[src/rtl/rops_pkg.sv]
// Purpose: Constants and types for the remappable output pin select block
// Assumes: 16-bit register port, 64 peripheral output function lines
// Notes: Function code 0 leaves a pin with no remapped output
package rops_pkg;
  // ----------------------------------------------------------------
  // Register map
  // ----------------------------------------------------------------
  localparam logic [3:0] ADDR_SEL_42_43 = 4'h0;
  localparam logic [3:0] ADDR_SEL_54_55 = 4'h1;
  localparam int ADDR_W = 4;
  localparam int DATA_W = 16;
  localparam int SEL_W = 6;
  localparam int FUNC_N = 64;
  localparam int LO_FIELD_LSB = 0;
  localparam int HI_FIELD_LSB = 8;
  localparam logic [5:0] SEL_RESET = 6'h00;
  localparam logic [15:0] RD_IDLE = 16'h0000;
  localparam logic [15:0] IMPL_MASK = 16'h3F3F;

  typedef struct packed {
    logic [5:0] pin43_func_sel;
    logic [5:0] pin42_func_sel;
    logic [5:0] pin55_func_sel;
    logic [5:0] pin54_func_sel;
    logic [15:0] rdata;
    logic [3:0] pins;
  } rops_state_t;

  typedef struct packed {
    logic [3:0] addr;
    logic [15:0] wdata;
    logic wr;
    logic rd;
  } rops_bus_t;
endpackage : rops_pkg

[src/rtl/rops_pin_select.sv]
// Purpose: Route one of peripheral outputs 1 to 63 to each of four remappable pins
// Assumes: Peripheral outputs are synchronous to clk_sys_i
// Notes: Pin outputs are registered, so one cycle of latency to the pins
`timescale 1ns/1ps
module rops_pin_select (
  input wire logic clk_sys_i, // System clock, 200 MHz
  input wire logic rst_n_i, // Async reset, active low
  input wire rops_pkg::rops_bus_t bus_i, // Register port request
  input wire logic [63:0] periph_out_i, // Peripheral output functions
  output logic [15:0] rdata_o, // Read data, cycle after read strobe
  output logic remap_pin_42_o, // Remapped pin 42
  output logic remap_pin_43_o, // Remapped pin 43
  output logic remap_pin_54_o, // Remapped pin 54
  output logic remap_pin_55_o // Remapped pin 55
);
  rops_pkg::rops_state_t st_r;
  rops_pkg::rops_state_t st_nxt;

  // Code 0 means unassigned; line 0 is ignored so the pin stays low
  function automatic logic pick(input logic [5:0] sel, input logic [63:0] src);
    pick = (sel == 6'h00) ? 1'b0 : src[sel];
  endfunction : pick

  // ----------------------------------------------------------------
  // Next state
  // ----------------------------------------------------------------
  always_comb begin
    st_nxt = st_r;
    st_nxt.rdata = rops_pkg::RD_IDLE;
    if (bus_i.wr) begin
      if (bus_i.addr == rops_pkg::ADDR_SEL_42_43) begin
        st_nxt.pin43_func_sel = bus_i.wdata[rops_pkg::HI_FIELD_LSB +: rops_pkg::SEL_W];
        st_nxt.pin42_func_sel = bus_i.wdata[rops_pkg::LO_FIELD_LSB +: rops_pkg::SEL_W];
      end else if (bus_i.addr == rops_pkg::ADDR_SEL_54_55) begin
        st_nxt.pin55_func_sel = bus_i.wdata[rops_pkg::HI_FIELD_LSB +: rops_pkg::SEL_W];
        st_nxt.pin54_func_sel = bus_i.wdata[rops_pkg::LO_FIELD_LSB +: rops_pkg::SEL_W];
      end
    end
    if (bus_i.rd) begin
      case (bus_i.addr)
        rops_pkg::ADDR_SEL_42_43: st_nxt.rdata = {2'b00, st_r.pin43_func_sel, 2'b00, st_r.pin42_func_sel};
        rops_pkg::ADDR_SEL_54_55: st_nxt.rdata = {2'b00, st_r.pin55_func_sel, 2'b00, st_r.pin54_func_sel};
        default: st_nxt.rdata = rops_pkg::RD_IDLE;
      endcase
    end
    st_nxt.pins = {pick(st_r.pin55_func_sel, periph_out_i), pick(st_r.pin54_func_sel, periph_out_i),
                   pick(st_r.pin43_func_sel, periph_out_i), pick(st_r.pin42_func_sel, periph_out_i)};
  end

  always_ff @(posedge clk_sys_i or negedge rst_n_i) begin
    if (!rst_n_i) begin
      st_r <= '0;
    end else begin
      st_r <= st_nxt;
    end
  end

  assign rdata_o = st_r.rdata;
  assign remap_pin_42_o = st_r.pins[0];
  assign remap_pin_43_o = st_r.pins[1];
  assign remap_pin_54_o = st_r.pins[2];
  assign remap_pin_55_o = st_r.pins[3];
endmodule : rops_pin_select

[config.mk]
export PLATFORM = sky130hd
export DESIGN_NAME = rops_pin_select
export DESIGN_NICKNAME = d
export VERILOG_FILES = /design/src/rtl/rops_pkg.sv /design/src/rtl/rops_pin_select.sv
export SDC_FILE = /design/constraint.sdc
export NUM_CORES = 1
export LEC_CHECK = 0
export BUFFER_PORTS_ARGS = -buffer_cell sky130_fd_sc_hd__buf_2
export CORE_AREA = 2 2 94 96
export DETAILED_ROUTE_END_ITERATION = 10
export DIE_AREA = 0 0 96 98
export PLACE_DENSITY = 0.72
export SLEW_MARGIN = 40
export SYNTH_ARGS = -nofsm -noshare
export SYNTH_HDL_FRONTEND = slang
export SYNTH_SLANG_ARGS = --single-unit
[constraint.sdc]
create_clock -name clk_sys_i -period 3.22 [get_ports clk_sys_i]
set_input_delay 0.644 -clock clk_sys_i [delete_from_list [all_inputs] [get_ports clk_sys_i]]
set_output_delay 0.644 -clock clk_sys_i [all_outputs]
set_load 0.02 [all_outputs]
After elaboration in Yosys (flattened, before gate mapping)
Index checks and enable logic that the tools add are counted.
{ "classes": {"mul": 0, "n_shift": 0, "muxes": 14, "add_sub_neg": 0, "reduce_logical": 7, "bitwise_logic": 1, "div_mod_pow": 0, "n_eq_ne": 1, "order_cmp": 4} }
{ "ops": {"columns": ["op", "n"], "rows": [
  ["< comparator 6 x 7 -> 1 bit (second input constant)", 4],
  ["case mux 14 bit (2 select lines)", 1],
  ["binary-select mux 1 bit (select 6 bit)", 4],
  ["logical NOT 6 bit", 4],
  ["two-way mux 14 bit", 1],
  ["two-way mux 1 bit", 8],
  ["== test 4 x 1 -> 1 bit (second input constant)", 1],
  ["logical NOT 4 bit", 1],
  ["AND reduction 3 bit", 1],
  ["AND reduction 2 bit", 1],
  ["NOT 1 bit", 1]
]} }
{ "word_totals": {"latch_bits": 0, "wordCells": 33, "mem_bits_ro": 0, "register_bits": 44, "ramBits": 0, "inputBits": 88, "memories": 0} }

Longest topological paths before layout
Gate-level depths: netlist (run 1).
{ "depth": {"word_depth": 3, "depth_mapped": 8} }

Least setup slack after synthesis (run 1)
Ideal clock, no wire load.
{ "synth_timing": {"kind": "in2reg", "startpoint": "in periph_out_i[43]", "endpoint": "reg st_r, in the netlist remap_pin_54_o", "setup_ps": 120, "path_slack_ps": 1355, "arrival_time_ps": 1746, "n_path_buf": 0, "stages": 5, "path_cell_list": "mux4_2 -> a22o_1 -> nor4b_2 -> o21ai_1 -> and3_1"} }
{ "synth_rtl": {"columns": ["item", "line_no", "text"], "rows": [
  ["from (decl)", "rops_pin_select.sv:9", "input wire logic [63:0] periph_out_i,"],
  ["to (signal assigned)", "rops_pin_select.sv:54", "st_r <= st_nxt;"],
  ["to (decl)", "rops_pin_select.sv:16", "rops_pkg::rops_state_t st_r;"]
]} }

==> results.md, run 1 <==
* Length in cells of the worst reg-to-reg path at 6
* Number of buffers created by CTS at 5
* Final critical-path required period at 2.40 ns
* Pre-CTS setup slack at 0.827 ns
* Relative contribution of combinational cells to total power at 45.9%
* RD Place Congestion at 0.950
* Terminus of the critical flop-to-flop path: remap_pin_42_o
* Worst path buffer plus inverter count at 1
* Initial DRC count at between 150 and 200
* Worst Path Max Fanout at 15
* Path class of the lowest-slack min-delay path: in2async
* Worst slew pin tran at about 0.86 ns
* Final cycle utilization of the critical path at 74.4%
* Worst Clk Skew at 0.0107 ns
* Die ar. at 9410 um^2
* Proportion of synthesized flip-flops having asynchronous set or reset at 100%
* Arrival @ worst endpoint at approximately 2.5 ns
* DR WL/cell at 22.1 um
* Internal cell power at about 1.5 mW
* Ratio of cells with drive above 1 in the final layout at roughly half
* Final #Nets at 475
* Slack of the worst reg-to-reg path at 0.82 ns
* Max Clock Freq at 418 MHz
* Syn Std Cell Area at 3900 um^2
* Number of detailed-route iterations in the first pass at 5
* Mapped Avg Cell Area at 12.3 um^2
* Clock root buffer: clkbuf_8
* Critical Path Sink Type: flop
* Cell-by-cell trace of the critical path: buf_4 > mux4_2 > a22oi_1 > nand4_1 > nand3_1 > o21ai_1
* Power Dens Cells at 554 nW/um^2
* Boundary pin count at 108
* Setup TNS Final at 0 ns
* Post-synthesis sequential element count at 40
* Share of the yosys chip area belonging to registers at 25.7%
* Quantity of I/O buffers inserted on ports at 99
* Final number of setup-violating endpoints at 0
* Final-report hold violation count at 0
* Top cell family by delay on the critical path: flip-flops
* Net Sw Frac at roughly two fifths
* Slowest cell on the critical path: dfrtp_1
* Number of gates given a new drive strength after cts at 0
* Clk Latency, worst-skew pair at roughly 0.30 ns
* Die extent in y at ~98 um
* Number of global-route vias before repair at 3315
* Synth Warn # at 0
* Global-route wire length before repair at 17.4 mm
* Final worst setup slack at 0.825 ns
* Die W at 96 um
* Core area at 8470 um^2
* Final count of pins violating max slew at 0
* Result of the run: finished, final reports clean
* Estimated wirelength of the detail-placed design at 8.29 mm
* Maxcap violations at 0
* Worst stage delay on the critical path at 0.84 ns
* Power consumption at 2.45 mW
* CTS max path bufs at 2
* P_sw at 0.947 mW
* Register clock-pin slew on the reported worst setup and hold paths at 0.09 ns
* Source of the worst register-to-register timing path: st_r[32]
* Filler Cell Count at 770
* Number of unique standard cell types used by synthesis at 48
* Relative max-transition margin at 42.5%
* RSZ-0062 raised after global routing: no
* Remaining number of nets flagged by the antenna check after routing at 0
* Row count at 34
* Required time worst endpoint at 3.37 ns
* CTS Sinks at 40
* CP Class: reg2reg
* Post-synth EDFFs at 0
* Syn-to-layout area delta at 13.2%
* Cells after Synth at about 320
* Remaining design rule violation count at 0
* Total global routing overflow at 0
* Flip-flop cell with the highest count after synthesis: dfrtp_1
* GRT Total Usage at 24.1%
* Post-detailed-route via-to-cell ratio at about 6.4
* Final hold slack at 0.304 ns
* Largest net degree at the start of global routing at between 40 and 50
* Share of total power in the clock network at 17.9%
* Maximum VDD drop at about 0.00024 V
* H-tree Lvls at 2
* Initial core utilization at ~46%
* Routed wire length at 11.0 mm
* Register share of total power at between 30% and 40%
* CTS tree: done
* Hold-fix buffers at CTS at 0
* Critical path startpoint category: flop
* ANT cells at 0
* Via count at 3177
* Lkg Pwr at 1.85 nW
* Number of setup buffers added after CTS at 0
* Number of antenna violations at the first check in global routing at 0
[how the worst max path moves through the flow]
| stage | slack [ns] | cells past startpoint | startpoint | end |
|---|---|---|---|---|
| floorplan | 1.35 | 5 | periph_out_i[43] | remap_pin_54_o |
| global placement | 0.89 | 6 | st_r[32] | remap_pin_42_o |
| detailed placement | 0.83 | 6 | st_r[32] | remap_pin_42_o |
| CTS | 0.82 | 6 | st_r[32] | remap_pin_42_o |
| global route | 0.70 | 6 | st_r[32] | remap_pin_42_o |
| finish | 0.82 | 6 | st_r[32] | remap_pin_42_o |
[power by group through the flow]
stage	registers [mW]	clock network, mW	logic, mW
floorplan	0.704	0	0.999
global placement	0.882	0	1.09
detailed placement	0.892	0	1.11
CTS	0.880	0.447	1.12
global route	0.909	0.477	1.20
finish	0.887	0.437	1.12
[area by class of cell]
cell class              count  area, um^2  share of cell area (%)
flip-flops and latches     40        1000                    22.7
clock buffers               6        82.6                    1.87
inverters                   4        15.0                   0.340
repair buffers            105         543                    12.3
multi-input cells         231        2600                    58.9
clock inverters             2        38.8                   0.879
well taps                 108         135                    3.06
[per-layer routing]
layer	up-vias	wire (um)	share of wire, %	global-route usage [%]
li1	1396	-	-	-
met1	1615	4610	42	34.2
met2	147	5380	49	38.5
met3	19	789	7.2	4.01
met4	0	194	1.8	6.15
met5	-	0	0	0
[cells in the mapped netlist (all sizes together) (2+ instances only)]
library cell | n | area, um^2
a211o | 2 | 17.5
a211oi | 2 | 20.0
a21oi | 9 | 45.0
a221oi | 3 | 38.8
a22o | 3 | 26.3
a22oi | 17 | 128
and2 | 3 | 20.0
and2b | 2 | 16.3
buf | 34 | 258
clkbuf | 10 | 37.5
dfrtp | 40 | 1000
inv | 4 | 15.0
mux2 | 29 | 327
mux2i | 25 | 250
mux4 | 54 | 1230
nand2 | 18 | 67.6
nand3 | 7 | 35.0
nand4 | 2 | 12.5
nor2 | 4 | 15.0
nor2b | 15 | 93.8
nor3 | 2 | 10.0
nor3b | 3 | 22.5
nor4b | 2 | 30.0
o21ai | 6 | 30.0
o22ai | 4 | 25.0
o32ai | 2 | 17.5
or3 | 2 | 12.5
[registers in the layout (all words and copies together) (netlist names)]
signal / flops
remap_pin_42_o: 1
remap_pin_54_o: 1
remap_pin_55_o: 1
st_r: 24
remap_pin_43_o: 1
rdata_o: 12
[stage by stage]
| stage | util, % | cells | instance area (um^2) |
|---|---|---|---|
| floorplan | - | 319 | 3910 |
| global placement | 50.7 | 488 | 4290 |
| detailed placement | 50.7 | 488 | 4290 |
| CTS | 52.1 | 496 | 4410 |
| global route | 52.1 | 496 | 4410 |
| finish | 52.1 | 496 | 4410 |
[kinds of logic after synthesis]
| group | after synthesis | synth area share, % |
|---|---|---|
| other | 1 | 0.0962 |
| buffers and inverters | 48 | 7.96 |
| DFF | 40 | 25.7 |
| muxes | 108 | 46.4 |
| AOI/OAI and AO/OA | 54 | 10.2 |
| and+or+nand+nor | 65 | 9.66 |
[placed cells by master, fill, tap and decap left out, types with 2 or more instances in the layout]
cell type	netlist	layout
mux4_1	4	4
buf_4	18	7
a22o_1	3	3
or3_1	2	2
mux4_2	50	50
nor4b_2	2	2
a21oi_1	9	9
inv_1	4	4
a211o_1	2	2
o32ai_1	2	2
nand2_1	18	18
nand4_1	2	2
mux2i_1	25	25
o21ai_1	5	5
conb_1	1	4
dfrtp_1	40	40
o22ai_1	4	4
nor3_1	2	2
nor3b_1	3	3
clkbuf_8	0	6
a221oi_2	2	2
nand3_1	7	7
and2_1	2	2
a22oi_1	17	17
nor2b_1	15	15
mux2_2	29	29
buf_2	8	98
nor2_1	4	4
Note: power is estimated with default switching activity, not from simulation.
==> run 2, diff against run 1 <==
Settings changed: PLACE_DENSITY 0.72 to 0.75.
Clock period 3.22 ns to 2.1 ns, I/O delays scaled along.
==> results.md, run 2 (synthesized netlist as in run 1, its figures left out) <==
* Result of the run: finished, final reports clean
* Final hold slack at 0.188 ns
* Clock root buffer: clkbuf_8
* Number of antenna violations at the first check in global routing at 0
* Ratio of cells with drive above 1 in the final layout at between 50 and 60%
* Via count at 3230
* Number of global-route vias before repair at 3316
* Number of detailed-route iterations in the first pass at 4
* Final worst setup slack at 0.107 ns
* CTS tree: done
* Power consumption at 3.73 mW
* Maximum VDD drop at 0.000508 V
* Quantity of I/O buffers inserted on ports at 99
* Largest net degree at the start of global routing at just over 40
* Hold-fix buffers at CTS at 0
* Die W at between 90 and 100 um
* Final number of setup-violating endpoints at 0
* Initial core utilization at 46.1%
* RSZ-0062 raised after global routing: no
* DR WL/cell at 21.7 um
* RD Place Congestion at 0.949
* CP Class: reg2reg
* Slack of the worst reg-to-reg path at 0.11 ns
* Total global routing overflow at 0
* Final cycle utilization of the critical path at 94.9%
* Worst Clk Skew at 0.00487 ns
* Launching instance or port of the critical path: st_r[21]
* Remaining number of nets flagged by the antenna check after routing at 0
* Path class of the lowest-slack min-delay path: in2async
* Remaining design rule violation count at 0
* Maxcap violations at 0
* Most common cell after layout, fill and taps aside: buf_2
* Arrival @ worst endpoint at 2.15 ns
* Post-detailed-route via-to-cell ratio at between 6 and 7
* Number of gates given a new drive strength after cts at 0
* Worst Path Max Fanout at 12
* Most frequent cells in the layout: buf_2, mux4_2, dfrtp_1
* Global-route wire length before repair at 17.8 mm
* Final critical-path required period at 1.99 ns
* Power Dens Cells at a little over 800 nW/um^2
* Terminus of the critical flop-to-flop path: remap_pin_54_o
* Final-report hold violation count at 0
* Initial DRC count at 230
* Boundary pin count at 108
* Length in cells of the worst reg-to-reg path at 5
* Core area at 8470 um^2
* Source of the worst register-to-register timing path: st_r[21]
* Max Clock Freq at 502 MHz
* Number of buffers created by CTS at 5
* Required time worst endpoint at roughly 2.3 ns
* CTS Sinks at 40
* Syn-to-layout area delta at 16.5%
* Routed wire length at 11.1 mm
* Final #Nets at 490
* Flip-flop count of the largest register after layout at 24
* Relative max-transition margin at a little under three fifths
* Register clock-pin slew on the reported worst setup and hold paths at 0.08 ns
* ANT cells at 0
* Die ar. at 9410 um^2
* Estimated wirelength of the detail-placed design at 8.79 mm
* GRT Total Usage at around a quarter
* Most flop-heavy register: st_r
* CTS max path bufs at 2
* Critical path startpoint category: flop
* Critical Path Sink Type: flop
* Row count at 34
* H-tree Lvls at 2
* Worst slew pin tran at 0.672 ns
* Lkg Pwr at 1.92 nW
* Die extent in y at 98 um
* Number of setup buffers added after CTS at 0
* Final count of pins violating max slew at 0
* Setup TNS Final at 0 ns
* Clk Latency, worst-skew pair at 0.28 ns
* Pre-CTS setup slack at approximately 0.07 ns
[run 2: cell count changes in the layout (fill, tap and decap cells not counted)]
cell       delta
clkinv_2      +2
clkbuf_8      -1
bufinv_16     -1
dfrtp_1       -2
buf_4        +10
buf_2         +1
dfrtp_2       +2
buf_12        +4
[run 2: report_power, final]
group          internal [mW]  total, mW  switching, mW
Combinational           1.12       2.00          0.885
Clock                  0.231      0.498          0.267
Sequential             0.920       1.23          0.315
[run 2: area by class of cell]
| type | instances | area (um^2) |
|---|---|---|
| clock buffer | 5 | 68.8 |
| clock inverter | 3 | 18.8 |
| fill | 728 | 3920 |
| inverter | 4 | 15.0 |
| multi-input combinational | 231 | 2600 |
| sequential | 40 | 1000 |
| tap | 108 | 135 |
| timing repair buffer | 120 | 703 |
[run 2: layer usage]
layer	share of wire (%)	vias up	GRT usage [%]	routed length, um
li1	-	1425	-	-
met1	39	1628	34.3	4320
met2	51	157	39.8	5630
met3	8.0	20	4.09	889
met4	2.1	0	7.03	235
met5	0	-	0	0
[run 2: critical path, stage by stage (launching register included)]
cell and delay, ns:
dfrtp_1 0.70, mux4_2 0.40, a22o_1 0.22, nor4b_2 0.25
o21ai_1 0.09, and3_1 0.19
[run 2: worst max-delay path by stage]
stage | endpoint | slack (ns) | depth (start not counted)
3_5_place_dp | remap_pin_54_o | 0.07 | 5
5_1_grt | remap_pin_54_o | 0.01 | 5
2_1_floorplan | remap_pin_42_o | 0.38 | 6
4_1_cts | remap_pin_54_o | 0.07 | 5
6_report | remap_pin_54_o | 0.11 | 5
3_3_place_gp | remap_pin_43_o | 0.10 | 5
[run 2: through the flow]
stage | util [%] | std cells | area, um^2
6_report | 53.7 | 511 | 4540
5_1_grt | 53.7 | 511 | 4540
4_1_cts | 53.6 | 511 | 4540
3_5_place_dp | 52.6 | 503 | 4450
3_3_place_gp | 52.6 | 503 | 4450
2_1_floorplan | - | 319 | 3910
==> run 3, diff against run 2 <==
Clock period 2.1 ns to 1.8 ns, I/O delays scaled along.
==> results.md, run 3 (synthesized netlist as in run 1, its figures left out) <==
* Result of the run: finished with violations
* Violations in the final reports: negative setup slack
* Die extent in y at 98 um
* Final #Nets at around 530
* Final number of setup-violating endpoints at 2
* Maxcap violations at 0
* Final critical-path required period at 1.83 ns
* Remaining number of nets flagged by the antenna check after routing at 0
* Number of buffers created by CTS at 5
* Relative max-transition margin at 65.8%
* Pre-CTS setup slack at -0.111 ns
* Routed wire length at 11.9 mm
* Syn-to-layout area delta at 27.9%
* Worst Path Max Fanout at 5
* H-tree Lvls at 2
* RSZ-0062 raised after global routing: yes
* Most flop-heavy register: st_r
* Number of global-route vias before repair at 3437
* Final count of pins violating max slew at 0
* Post-detailed-route via-to-cell ratio at 6.33
* CTS tree: done
* Most common cell after layout, fill and taps aside: buf_2
* Dpl cells at about 530
* Slowest cell on the critical path: dfrtp_2
* Source of the worst register-to-register timing path: st_r[32]
* Slack of the worst reg-to-reg path at -0.03 ns
* Terminus of the critical flop-to-flop path: remap_pin_42_o
* Initial DRC count at 227
* Row count at 34
* Required time worst endpoint at slightly below 2 ns
* Via count at 3479
* CTS max path bufs at 2
* Non-filler cells in the finished layout at 550
* Ratio of cells with drive above 1 in the final layout at 60.4%
* Final hold slack at about 0.10 ns
* CTS Sinks at 40
* Die ar. at 9410 um^2
* Largest net degree at the start of global routing at 41
* Worst slew pin tran at slightly above 0.5 ns
* Core area at 8470 um^2
* Maximum VDD drop at approximately 0.00070 V
* GRT Total Usage at 25.9%
* Boundary pin count at 108
* Number of antenna violations at the first check in global routing at 0
* Worst Clk Skew at 0.00871 ns
* Worst stage delay on the critical path at 0.47 ns
* Quantity of I/O buffers inserted on ports at 99
* Global-route wire length before repair at 18.4 mm
* Final cycle utilization of the critical path at 102%
* Final-report hold violation count at 0
* Most frequent cells in the layout: buf_2, mux4_2, buf_4
* Remaining design rule violation count at 0
* Die W at 96 um
* Register clock-pin slew on the reported worst setup and hold paths at roughly 0.09 ns
* Path class of the lowest-slack min-delay path: in2async
* RD Place Congestion at just over 0.9
* Critical Path Sink Type: flop
* Length in cells of the worst reg-to-reg path at 7
* Final worst setup slack at -0.0339 ns
* Lkg Pwr at 2.15 nW
* Max Clock Freq at about 550 MHz
* CP Class: reg2reg
* Cell-by-cell trace of the critical path: bufbuf_16 > buf_4 > mux2i_1 > nor3b_1 > a211o_1 > a221oi_2 > o21ai_1
* Flip-flop count of the largest register after layout at 24
* Initial core utilization at 46.1%
* Clk Latency, worst-skew pair at about 0.30 ns
* Clock root buffer: clkbuf_8
* Arrival @ worst endpoint at 2.01 ns
* Power consumption at ~5 mW
* Estimated wirelength of the detail-placed design at 9.23 mm
* Power Dens Cells at 1010 nW/um^2
* ANT cells at 0
* DR WL/cell at 21.6 um
* Total global routing overflow at 0
* Number of detailed-route iterations in the first pass at 7
* Critical path startpoint category: flop
-- run 3: changes by cell type in the layout (fill, tap and decap cells not counted), moves of 2 or more --
cell | before | now
buf_4 | 17 | 45
a21oi_2 | 0 | 3
mux2i_1 | 25 | 22
dfrtp_2 | 2 | 4
mux2i_2 | 0 | 3
clkinv_2 | 2 | 0
buf_6 | 0 | 7
a21oi_1 | 9 | 6
dfrtp_1 | 38 | 36
-- run 3: per-stage QoR --
stage	TNS, ns	cell area, um^2	util [%]
global placement	-0.163	4630	54.6
detailed placement	-0.241	4630	54.6
global route	-0.282	4980	58.9
floorplan	0	3910	-
CTS	-0.0199	4850	57.3
finish	-0.0410	4980	58.9
-- run 3: worst max path at each step --
stage | slack [ns] | startpoint | depth (start not counted) | to
final | -0.03 | st_r[32] | 7 | remap_pin_42_o
after global routing | -0.1 | st_r[20] | 8 | remap_pin_54_o
after CTS | -0.01 | st_r[20] | 5 | remap_pin_54_o
after detailed placement | -0.11 | st_r[38] | 5 | remap_pin_43_o
after global placement | -0.08 | st_r[38] | 5 | remap_pin_43_o
after floorplan | 0.08 | st_r[32] | 6 | remap_pin_42_o
-- run 3: cell type report --
| cell class | instances | area, um^2 |
|---|---|---|
| repair buffers | 159 | 1080 |
| well taps | 108 | 135 |
| flip-flops and latches | 40 | 1010 |
| fillers | 705 | 3480 |
| inverters | 4 | 15.0 |
| clock inverters | 3 | 46.3 |
| clock buffers | 5 | 68.8 |
| multi-input cells | 231 | 2630 |
-- run 3: report_power, final --
part           switching (mW)  internal [mW]
logic                    1.24           1.65
clock network           0.348          0.418
registers               0.282           1.08
total                    1.87           3.15
-- run 3: layer usage --
layer	vias up	share of wire, %	GRT usage [%]
met1	1731	38	34.7
met3	32	8.3	4.24
met5	-	0	0
met2	209	52	43.9
met4	0	2.7	6.15
li1	1507	-	-
-- run 3: worst max-delay path: cells and delay by family, from the launching register on --
kind / cells / cell delay [ns]
AOI/OAI and AO/OA: 3 / 0.61
DFF: 1 / 0.47
buffers and inverters: 2 / 0.42
muxes: 1 / 0.14
and+or+nand+nor: 1 / 0.06
-- run 3: timing repair --
action	CTS	global route
endpoints found under the hold margin	0	0
pin swaps	3	8
hold buffers	0	0
cloned	1	1
endpoints found under the setup margin	4	4
buffers inserted	7	7
resized for setup	9	13
